`src/design/uart_core_consts.vh`:
```
// Purpose: Constants for the serial transceiver core.
// Assumes: 40 MHz clock, 32-bit register bus with byte addresses.
// Notes: Register offsets, field positions, reset values and timing counts.
`ifndef UART_CORE_CONSTS_VH
`define UART_CORE_CONSTS_VH

// Register byte offsets.
`define OFS_CTRL 8'h00
`define OFS_ENABLE 8'h04
`define OFS_STATUS 8'h08
`define OFS_RXBUF 8'h0c
`define OFS_TXBUF 8'h10
`define OFS_DIV_LO 8'h14
`define OFS_DIV_HI 8'h18
`define OFS_MODPAT 8'h1c

// Control register fields.
`define CTRL_SOFTWARE_RESET_BIT 0
`define CTRL_CHAR8 1
`define CTRL_PAR_EN 2
`define CTRL_PAR_EVEN 3
`define CTRL_TWO_STOP 4
`define CTRL_ADDR_MODE 5
`define CTRL_ACCEPT_ERR 6
`define CTRL_WAKE_FILT 7
`define CTRL_RST 8'h01

// Enable register fields.
`define EN_RX 0
`define EN_TX 1

// Status register fields.
`define ST_FE 0
`define ST_PE 1
`define ST_OE 2
`define ST_BRK 3
`define ST_ERR 4
`define ST_RXIRQ 5
`define ST_TXRDY 6
`define ST_TXEMPTY 7
`define ST_RXBUSY 8

// Reset values of the divisor and modulation pattern.
`define DIV_LO_RST 8'h03
`define DIV_HI_RST 8'h00
`define MODPAT_RST 8'h00

// Bus responses.
`define RESP_OKAY 2'h0
`define RESP_SLVERR 2'h2

// Timing.
`define CLK_PERIOD_NS 25
`define DEGLITCH_NS 300
`define DEGLITCH_CYC ((`DEGLITCH_NS + `CLK_PERIOD_NS - 1) / `CLK_PERIOD_NS)
`define BREAK_BITS 10

`endif

```
`src/design/uart_rx_tx_baud_core.v`:
```
// Purpose: Asynchronous serial transceiver with fractional baud generator.
// Assumes: The bus clock is also the baud source clock; divisor at least 3.
// Notes: Registers are reached over AXI4-Lite; one write and one read at a time.
`timescale 1ns/1ps
`default_nettype none
`include "uart_core_consts.vh"

module uart_rx_tx_baud_core (
	// Clock and reset
	input wire clk,
	input wire rst,
	// AXI4-Lite write address
	input wire [7:0] s_axi_awaddr,
	input wire s_axi_awvalid,
	output reg s_axi_awready,
	// AXI4-Lite write data
	input wire [31:0] s_axi_wdata,
	input wire [3:0] s_axi_wstrb,
	input wire s_axi_wvalid,
	output reg s_axi_wready,
	// AXI4-Lite write response
	output reg [1:0] s_axi_bresp,
	output reg s_axi_bvalid,
	input wire s_axi_bready,
	// AXI4-Lite read address
	input wire [7:0] s_axi_araddr,
	input wire s_axi_arvalid,
	output reg s_axi_arready,
	// AXI4-Lite read data
	output reg [31:0] s_axi_rdata,
	output reg [1:0] s_axi_rresp,
	output reg s_axi_rvalid,
	input wire s_axi_rready,
	// Serial lines
	input wire serial_rx_line,
	output reg serial_tx_line
);

	localparam R_IDLE = 2'd0;
	localparam R_BITS = 2'd1;
	localparam R_BRK = 2'd2;

	function is_mapped;
		input [7:0] a;
		begin
			is_mapped = (a[1:0] == 2'b00) && (a <= `OFS_MODPAT);
		end
	endfunction

	reg [7:0] aw_addr_q;
	reg [31:0] w_data_q;
	reg [3:0] w_strb_q;
	reg [7:0] ctrl_q;
	reg [1:0] en_q;
	reg [7:0] div_lo_q;
	reg [7:0] div_hi_q;
	reg [7:0] modpat_q;
	reg [8:0] txbuf_q;
	reg tx_full_q;
	reg tx_go_q;
	reg [8:0] rxbuf_q;
	reg fe_q, pe_q, oe_q, brk_q, err_q, rxirq_q;
	reg rx_s1_q, rx_s2_q, rx_s3_q, rx_cl_q;
	reg [1:0] rx_st_q;
	reg [3:0] rx_idx_q;
	reg [3:0] dg_q;
	reg [3:0] low_q;
	reg [2:0] sm_q;
	reg [9:0] rx_sh_q;
	reg tx_busy_q;
	reg [12:0] tx_sh_q;
	reg [3:0] tx_left_q;

	wire software_reset_bit = ctrl_q[`CTRL_SOFTWARE_RESET_BIT];
	wire char8 = ctrl_q[`CTRL_CHAR8];
	wire par_en = ctrl_q[`CTRL_PAR_EN];
	wire par_even = ctrl_q[`CTRL_PAR_EVEN];
	wire addr_md = ctrl_q[`CTRL_ADDR_MODE];
	wire [15:0] div = {div_hi_q, div_lo_q};

	wire wr_do = !s_axi_awready && !s_axi_wready && !s_axi_bvalid;
	wire wr_lo = wr_do && w_strb_q[0];
	wire rd_go = s_axi_arvalid && s_axi_arready;
	wire rd_rxbuf = rd_go && (s_axi_araddr == `OFS_RXBUF);
	wire wr_status = wr_lo && (aw_addr_q == `OFS_STATUS);
	wire wr_txbuf = wr_lo && (aw_addr_q == `OFS_TXBUF) && !software_reset_bit;

	// Bit timers: index 0 for the receiver, 1 for the transmitter.
	wire [1:0] tm_go;
	wire [1:0] tm_on;
	wire [1:0] bit_end;
	wire [1:0] samp;
	genvar gi;
	generate
		for (gi = 0; gi < 2; gi = gi + 1) begin : g_tmr
			reg [15:0] cnt_q;
			reg first_q;
			reg [2:0] mi_q;
			wire [15:0] half = div >> 1;
			wire [15:0] half2 = div - half + {15'h0000, modpat_q[mi_q]};
			// divisor of 3 or more keeps both halves non-empty
			assign bit_end[gi] = tm_on[gi] && !tm_go[gi] && !first_q && (cnt_q == 16'h0001);
			assign samp[gi] = tm_on[gi] && !tm_go[gi] &&
				((first_q && cnt_q == 16'h0001) ||
				(!first_q && (cnt_q == half2 || cnt_q == half2 - 16'h0001)));
			always @(posedge clk) begin
				if (rst) begin
					cnt_q <= 16'h0000;
					first_q <= 1'b1;
					mi_q <= 3'h0;
				end else if (tm_go[gi]) begin
					cnt_q <= half;
					first_q <= 1'b1;
					mi_q <= 3'h0;
				end else if (tm_on[gi]) begin
					if (cnt_q == 16'h0001) begin
						if (first_q) begin
							cnt_q <= half2;
							first_q <= 1'b0;
						end else begin
							cnt_q <= half;
							first_q <= 1'b1;
							mi_q <= mi_q + 3'h1;
						end
					end else begin
						cnt_q <= cnt_q - 16'h0001;
					end
				end
			end
		end
	endgenerate

	// Receive line synchroniser; a change counts once stages two and three agree.
	always @(posedge clk) begin
		if (rst) begin
			rx_s1_q <= 1'b1;
			rx_s2_q <= 1'b1;
			rx_s3_q <= 1'b1;
			rx_cl_q <= 1'b1;
		end else begin
			rx_s1_q <= serial_rx_line;
			rx_s2_q <= rx_s1_q;
			rx_s3_q <= rx_s2_q;
			if (rx_s2_q == rx_s3_q) begin
				rx_cl_q <= rx_s3_q;
			end
		end
	end

	// Receive frame decode.
	wire rx_start = (rx_st_q == R_IDLE) && !software_reset_bit && en_q[`EN_RX] && !rx_cl_q;
	assign tm_go[0] = rx_start;
	assign tm_on[0] = (rx_st_q != R_IDLE);
	wire [2:0] sv = samp[0] ? {sm_q[1:0], rx_cl_q} : sm_q;
	wire vote = (sv[0] & sv[1]) | (sv[0] & sv[2]) | (sv[1] & sv[2]);
	// bits between the start bit and the stop bit
	wire [3:0] nb = (char8 ? 4'd8 : 4'd7) + {3'h0, addr_md} + {3'h0, par_en};
	wire [9:0] rx_al = rx_sh_q >> (4'd10 - nb);
	wire [8:0] rx_word = {addr_md & (char8 ? rx_al[8] : rx_al[7]),
		char8 ? rx_al[7:0] : {1'b0, rx_al[6:0]}};
	wire at_stop = (rx_st_q == R_BITS) && bit_end[0] && (rx_idx_q == nb + 4'd1);
	wire fe_now = !vote;
	wire pe_now = par_en && ((^rx_al) ^ ~par_even);
	// erroneous characters kept only on request
	wire store = at_stop && (ctrl_q[`CTRL_ACCEPT_ERR] || (!fe_now && !pe_now));
	// tenth low bit after missing stop
	wire brk_now = (rx_st_q == R_BRK) && bit_end[0] && !vote &&
		(low_q == `BREAK_BITS - 1);

	always @(posedge clk) begin
		if (rst || software_reset_bit) begin
			rx_st_q <= R_IDLE;
			rx_idx_q <= 4'h0;
			dg_q <= 4'h0;
			low_q <= 4'h0;
			sm_q <= 3'h7;
			rx_sh_q <= 10'h000;
		end else begin
			if (samp[0]) begin
				sm_q <= {sm_q[1:0], rx_cl_q};
			end
			case (rx_st_q)
			R_IDLE: begin
				if (rx_start) begin
					rx_st_q <= R_BITS;
					rx_idx_q <= 4'h0;
					dg_q <= 4'h0;
				end
			end
			R_BITS: begin
				if (rx_idx_q == 4'h0 && dg_q < `DEGLITCH_CYC) begin
					// short low pulse is a glitch
					if (rx_cl_q) begin
						rx_st_q <= R_IDLE;
					end else begin
						dg_q <= dg_q + 4'h1;
					end
				end else if (bit_end[0]) begin
					if (rx_idx_q == 4'h0) begin
						if (vote) begin
							rx_st_q <= R_IDLE;
						end else begin
							rx_idx_q <= 4'h1;
						end
					end else if (rx_idx_q <= nb) begin
						rx_sh_q <= {vote, rx_sh_q[9:1]};
						rx_idx_q <= rx_idx_q + 4'h1;
					end else if (fe_now && rx_al == 10'h000) begin
						rx_st_q <= R_BRK;
						low_q <= 4'h0;
					end else begin
						rx_st_q <= R_IDLE;
					end
				end
			end
			R_BRK: begin
				if (bit_end[0]) begin
					if (vote) begin
						rx_st_q <= R_IDLE;
					end else if (low_q < `BREAK_BITS) begin
						low_q <= low_q + 4'h1;
					end
				end
			end
			default: begin
				rx_st_q <= R_IDLE;
			end
			endcase
		end
	end

	// Receive flags: hardware set wins over any clear in the same cycle.
	wire [5:0] fl_q = {rxirq_q, err_q, brk_q, oe_q, pe_q, fe_q};
	wire [5:0] fl_clr = rd_rxbuf ? 6'h3f : (wr_status ? w_data_q[5:0] : 6'h00);
	wire oe_now = store && rxirq_q && !rd_rxbuf;
	wire fe_set = at_stop && fe_now;
	wire pe_set = at_stop && pe_now;
	wire err_set = fe_set | pe_set | oe_now | brk_now;
	wire [5:0] fl_set = {store | brk_now, err_set, brk_now, oe_now, pe_set, fe_set};
	wire [5:0] fl_d = (fl_q & ~fl_clr) | fl_set;

	always @(posedge clk) begin
		if (rst || software_reset_bit) begin
			{rxirq_q, err_q, brk_q, oe_q, pe_q, fe_q} <= 6'h00;
			rxbuf_q <= 9'h000;
		end else begin
			{rxirq_q, err_q, brk_q, oe_q, pe_q, fe_q} <= fl_d;
			if (store) begin
				rxbuf_q <= rx_word;
			end
		end
	end

	// Transmit frame build.
	reg [12:0] tf;
	reg [3:0] pos;
	reg tpar;
	always @* begin
		tf = 13'h1fff;
		tf[0] = 1'b0;
		tf[8:1] = char8 ? txbuf_q[7:0] : {1'b1, txbuf_q[6:0]};
		tpar = ^(char8 ? txbuf_q[7:0] : {1'b0, txbuf_q[6:0]}) ^ (addr_md & txbuf_q[8]);
		pos = char8 ? 4'd9 : 4'd8;
		if (addr_md) begin
			tf[pos] = txbuf_q[8];
			pos = pos + 4'd1;
		end
		if (par_en) begin
			tf[pos] = par_even ? tpar : ~tpar;
			pos = pos + 4'd1;
		end
		pos = pos + (ctrl_q[`CTRL_TWO_STOP] ? 4'd2 : 4'd1);
	end

	// load once the shifter is empty
	// data buffered while enabled still goes after disable
	wire tx_load = !software_reset_bit && !tx_busy_q && tx_full_q && (en_q[`EN_TX] || tx_go_q);
	assign tm_go[1] = tx_load;
	assign tm_on[1] = tx_busy_q;

	always @(posedge clk) begin
		if (rst || software_reset_bit) begin
			tx_busy_q <= 1'b0;
			tx_sh_q <= 13'h1fff;
			tx_left_q <= 4'h0;
			serial_tx_line <= 1'b1;
		end else begin
			serial_tx_line <= tx_load ? 1'b0 : tx_sh_q[0];
			if (tx_load) begin
				tx_busy_q <= 1'b1;
				tx_sh_q <= tf;
				tx_left_q <= pos;
			end else if (bit_end[1]) begin
				tx_sh_q <= {1'b1, tx_sh_q[12:1]};
				serial_tx_line <= tx_sh_q[1];
				tx_left_q <= tx_left_q - 4'h1;
				if (tx_left_q == 4'h1) begin
					tx_busy_q <= 1'b0;
				end
			end
		end
	end

	// Register writes.
	always @(posedge clk) begin
		if (rst) begin
			ctrl_q <= `CTRL_RST;
			en_q <= 2'h0;
			div_lo_q <= `DIV_LO_RST;
			div_hi_q <= `DIV_HI_RST;
			modpat_q <= `MODPAT_RST;
			txbuf_q <= 9'h000;
			tx_full_q <= 1'b0;
			tx_go_q <= 1'b0;
		end else begin
			if (wr_lo) begin
				case (aw_addr_q)
				`OFS_CTRL: ctrl_q <= w_data_q[7:0];
				`OFS_ENABLE: en_q <= w_data_q[1:0];
				`OFS_DIV_LO: div_lo_q <= w_data_q[7:0];
				`OFS_DIV_HI: div_hi_q <= w_data_q[7:0];
				`OFS_MODPAT: modpat_q <= w_data_q[7:0];
				default: ;
				endcase
			end
			if (software_reset_bit) begin
				// ready and empty set, enables kept
				tx_full_q <= 1'b0;
				tx_go_q <= 1'b0;
			end else if (wr_txbuf) begin
				txbuf_q <= {w_strb_q[1] & w_data_q[8], w_data_q[7:0]};
				tx_full_q <= 1'b1;
				tx_go_q <= en_q[`EN_TX];
			end else if (tx_load) begin
				tx_full_q <= 1'b0;
				tx_go_q <= 1'b0;
			end
		end
	end

	// Read mux.
	reg [31:0] rd_val;
	always @* begin
		rd_val = 32'h00000000;
		case (s_axi_araddr)
		`OFS_CTRL: rd_val[7:0] = ctrl_q;
		`OFS_ENABLE: rd_val[1:0] = en_q;
		`OFS_STATUS: rd_val[8:0] = {rx_st_q != R_IDLE, !tx_busy_q && !tx_full_q,
			!tx_full_q, fl_q};
		`OFS_RXBUF: rd_val[8:0] = rxbuf_q;
		`OFS_DIV_LO: rd_val[7:0] = div_lo_q;
		`OFS_DIV_HI: rd_val[7:0] = div_hi_q;
		`OFS_MODPAT: rd_val[7:0] = modpat_q;
		default: rd_val = 32'h00000000;
		endcase
	end

	// AXI4-Lite handshakes.
	always @(posedge clk) begin
		if (rst) begin
			s_axi_awready <= 1'b1;
			s_axi_wready <= 1'b1;
			s_axi_bvalid <= 1'b0;
			s_axi_bresp <= `RESP_OKAY;
			s_axi_arready <= 1'b1;
			s_axi_rvalid <= 1'b0;
			s_axi_rresp <= `RESP_OKAY;
			s_axi_rdata <= 32'h00000000;
			aw_addr_q <= 8'h00;
			w_data_q <= 32'h00000000;
			w_strb_q <= 4'h0;
		end else begin
			if (s_axi_awvalid && s_axi_awready) begin
				s_axi_awready <= 1'b0;
				aw_addr_q <= s_axi_awaddr;
			end
			if (s_axi_wvalid && s_axi_wready) begin
				s_axi_wready <= 1'b0;
				w_data_q <= s_axi_wdata;
				w_strb_q <= s_axi_wstrb;
			end
			if (wr_do) begin
				s_axi_bvalid <= 1'b1;
				s_axi_bresp <= is_mapped(aw_addr_q) ? `RESP_OKAY : `RESP_SLVERR;
			end
			if (s_axi_bvalid && s_axi_bready) begin
				s_axi_bvalid <= 1'b0;
				s_axi_awready <= 1'b1;
				s_axi_wready <= 1'b1;
			end
			if (rd_go) begin
				s_axi_arready <= 1'b0;
				s_axi_rvalid <= 1'b1;
				s_axi_rdata <= rd_val;
				s_axi_rresp <= is_mapped(s_axi_araddr) ? `RESP_OKAY : `RESP_SLVERR;
			end
			if (s_axi_rvalid && s_axi_rready) begin
				s_axi_rvalid <= 1'b0;
				s_axi_arready <= 1'b1;
			end
		end
	end

endmodule // uart_rx_tx_baud_core
`default_nettype wire

```
`config.mk`:
```
export PLATFORM = sky130hd
export DESIGN_NAME = uart_rx_tx_baud_core
export DESIGN_NICKNAME = d
export VERILOG_FILES = /design/src/design/uart_rx_tx_baud_core.v
export VERILOG_INCLUDE_DIRS = /design/src /design/src/design
export SDC_FILE = /design/constraint.sdc
export NUM_CORES = 1
export LEC_CHECK = 0
export ABC_CLOCK_PERIOD_IN_PS = 4850
export BUFFER_PORTS_ARGS = -buffer_cell sky130_fd_sc_hd__buf_2
export CORE_MARGIN = 1.5
export CORE_UTILIZATION = 25
export DETAILED_ROUTE_END_ITERATION = 8
export PLACE_DENSITY_LB_ADDON = 0.05
export SYNTH_ARGS = -nofsm -noshare
export SYNTH_HDL_FRONTEND = slang
export SYNTH_SLANG_ARGS = --single-unit
```
`constraint.sdc`:
```
create_clock -name clk -period 4.85 [get_ports clk]
set_clock_uncertainty 0.2 [all_clocks]
set_input_delay 0.97 -clock clk [delete_from_list [all_inputs] [get_ports clk]]
set_output_delay 0.97 -clock clk [all_outputs]
set_load 0.01 [all_outputs]
```
==> run_results.csv <==
group,metric,value,unit
cts,path_clk_slew,0.08,ns
final_layout,antennaDiodeCount,0,
floorplanning,fp-row-count,81,
floorplanning,core_region_area,0.0493,mm^2
final_layout,stdcell_area,0.0159,mm^2
floorplanning,die_area,0.0516,mm^2
final_layout,layout-drive-gt1-share,22.7,%
cts,cts_tree,"done",
sta,fmax,0.200,GHz
sta,slew_viol_final,0,
critical_path,crit_path_end_kind,"flop",
synth,avgSynthCellArea,7.73,um^2
sta,setup_viol,15,
final_layout,multiInputGateArea,0.00869,mm^2
critical_path,cp.required,5.02,ns
floorplanning,die_w,227,um
synth,synth-seq-cells,184,
synth,syn_inst,1626,
worst_hold_path,hold_path.class,"reg2reg",
cts,clk_latency,0.48,ns
final_layout,fin_nets,1933,
place,hpwl,36.0,mm
place,io_buffers,51,
synth,ys_types,86,
floorplanning,die_height,227,um
synth,ys_warn_count,0,
detailed_routing,drtIter0Drc,680,
critical_path,crit_buf_inv,5,
grt,grt_max_degree,62,
final_layout,area_growth,26.8,%
detailed_routing,wire_per_inst,19.2,um
place,gp_congestion,0.800,
status,violations,"negative setup slack",
floorplanning,ios,102,
power_and_ir_drop,p_per_area,194,mW/mm^2
critical_path,cp.arrival,5.16,ns
detailed_routing,ant_nets,0,
critical_path,crit_chain,"buf_6, inv_4, fa_2, nand2b_4, a21o_1, nor3_4, nor4_4, buf_4, or4_4, buf_6, nor4_4, xnor3_2, xnor2_2, o2111ai_2, o21ai_2, mux2_4, buf_4, o211ai_4, nor2_1, o221a_2",
sta,rsz0062_at_grt,"yes",
grt,grt_pass1_vias,11900,
critical_path,startpoint_type,"flop",
cts,cts_buffer_depth,2,
critical_path,worst_path_max_delay_cell,"or4_4",
detailed_routing,vias,12300,
job,maxCapViolCount,0,
detailed_routing,dr.pass1.iters,5,
cts,htreeDepth,4,
sta,period_share,103,%
cts,clockRootBuffer,"clkbuf_16",
detailed_routing,drc,0,
cts,cts_hold_buffers,0,
final_layout,layout_commonest_cell,"buf_4",
place,placed_area,0.0147,mm^2
final_layout,mostFrequentLayoutCells,"buf_4, nand2_1, nor2_1, dfxtp_1, a21oi_1",
grt,overflow,0,
power_and_ir_drop,leakagePower,0.00630,uW
critical_path,path_delay_family,"simple AND/OR/NAND/NOR gates",
cts,cts-buffers-inserted,17,
detailed_routing,wl,48.0,mm
synth,synthesis.area,0.0126,mm^2
critical_path,max_stage_delay,0.58,ns
grt,grt_antenna_before_repair,0,
sta,finalHoldViolations,0,
detailed_routing,vias_per_cell,4.93,
grt,grt_first_pass_wirelength,73.4,mm
floorplanning,start_util,25.5,%
sta,tightestPinTransition,1.01,ns
final_layout,fill_cells,5357,
cts,cts_num_sinks,184,
sta,max-slew-margin-rel,32.6,%
grt,track_usage,19.0,%
synth,ys_async_sr_fraction,0,%
sta,layout_setup_ws,-0.142,ns
final_layout,regArea,0.00370,mm^2
synth,synth_edf_count,0,
critical_path,criticalPathCategory,"reg2reg",
synth,ys_seq_area_share,29.3,%
place,pre_cts_slack,-0.504,ns
power_and_ir_drop,power,3090,uW
synth,ys.flop_type,"dfxtp_1",
critical_path,path_max_fanout,6,
power_and_ir_drop,vdd_drop_max,0.276,mV
sta,post-route-min-period,4.99,ns
status,status,"finished, violations left",
flip-flops by register name, indices dropped and copies added (netlist names), 3 cells and up:
| signal | cells |
|---|---|
| aw_addr_q | 8 |
| ctrl_q | 8 |
| dg_q | 4 |
| div_hi_q | 8 |
| div_lo_q | 8 |
| g_tmr.cnt_q | 32 |
| g_tmr.mi_q | 6 |
| low_q | 4 |
| modpat_q | 8 |
| rx_idx_q | 4 |
| rx_sh_q | 10 |
| rxbuf_q | 9 |
| s_axi_rdata | 9 |
| sm_q | 3 |
| tx_left_q | 4 |
| tx_sh_q | 12 |
| txbuf_q | 9 |
| w_data_q | 9 |
final timing paths:
check,end,start,depth (start not counted),slack [ns]
hold / removal,rx_s2_q$_SDFF_PP1_,rx_s1_q$_SDFF_PP1_,1,0.22
setup reg to reg,low_q[2]$_SDFFE_PP0P_,div_lo_q[1]$_SDFFE_PP1P_,20,-0.14
setup / recovery,low_q[2]$_SDFFE_PP0P_,div_lo_q[1]$_SDFFE_PP1P_,20,-0.14
hold reg to reg,rx_s2_q$_SDFF_PP1_,rx_s1_q$_SDFF_PP1_,1,0.22
metal layers:
layer	global-route usage (%)	wire [um]
met1	27.0	24700
met2	29.9	21500
met3	2.47	1080
met4	5.38	697
met5	0	0
metrics by stage:
step	util (%)	TNS (ns)	hold slack, ns	cells
2_1_floorplan	-	0	0.189	1650
3_3_place_gp	29.9	-9.74	0.200	2444
3_5_place_dp	29.9	-9.10	0.199	2444
4_1_cts	32.0	-2.10	0.228	2488
5_1_grt	32.3	-5.15	0.255	2493
6_report	32.3	-0.835	0.224	2493
area by class of cell:
type | count | share of cell area [%]
tap | 664 | 5.21
clock inverter | 10 | 0.770
timing repair buffer | 272 | 12.2
multi-input combinational | 1290 | 54.5
clock buffer | 19 | 2.72
sequential | 184 | 23.2
inverter | 54 | 1.29
worst register-to-register path, delay by kind of cell, from the launching register on:
kind                       cells  cell delay (ns)
buffers and inverters          5             0.62
xor gates and xnor gates       2             0.51
AOI/OAI and AO/OA              5             1.10
DFF                            1             0.38
and+or+nand+nor                6             1.31
adders and majority gates      1             0.38
muxes                          1             0.39
report_power, final:
part | leakage (uW) | total, uW | internal, uW | switching [uW]
Clock | 0.000262 | 1430 | 754 | 673
Combinational | 0.00455 | 107 | 36.9 | 69.6
Sequential | 0.00149 | 1550 | 1520 | 28.6
timing repair:
item	CTS	global route
resized for setup	70	37
pin swaps	32	23
buffers inserted	14	5
hold endpoints to repair	0	0
endpoints found under the setup margin	23	23
gates cloned	1	1
cell families after synthesis:
| family | Yosys count | synth area share, % |
|---|---|---|
| XOR/XNOR | 111 | 8.45 |
| flip-flops | 184 | 29.3 |
| adder cells (fa/ha/maj) | 54 | 5.61 |
| AO/OA/AOI/OAI | 384 | 20.4 |
| other | 1 | 0.0298 |
| buffers and inverters | 176 | 6.09 |
| AND/OR/NAND/NOR | 651 | 24.5 |
| multiplexers | 65 | 5.67 |
cell usage after synthesis, drive strengths merged, types with 10 or more instances:
| master | number | area share, % |
|---|---|---|
| nor2b | 12 | 0.60 |
| a211oi | 48 | 3.0 |
| xnor2 | 72 | 5.1 |
| or2 | 12 | 0.60 |
| nand4 | 16 | 0.80 |
| dfxtp | 184 | 29 |
| nor3 | 59 | 2.5 |
| a21oi | 115 | 4.6 |
| nand2 | 207 | 6.2 |
| nand2b | 12 | 0.60 |
| o211ai | 12 | 0.76 |
| nor2 | 182 | 5.4 |
| o21ai | 78 | 3.2 |
| nor4 | 18 | 1.1 |
| clkbuf | 85 | 2.5 |
| ha | 50 | 5.0 |
| and3 | 12 | 0.60 |
| xor2 | 33 | 2.3 |
| mux2i | 54 | 4.3 |
| and2 | 14 | 0.70 |
| a222oi | 10 | 0.80 |
| buf | 37 | 1.9 |
| a31oi | 14 | 0.70 |
| or3 | 15 | 0.75 |
| inv | 54 | 1.6 |
| a22oi | 20 | 1.2 |
| a311oi | 11 | 0.82 |
| nand3 | 59 | 2.3 |
No activity file was read; power rests on OpenSTA's default activity.
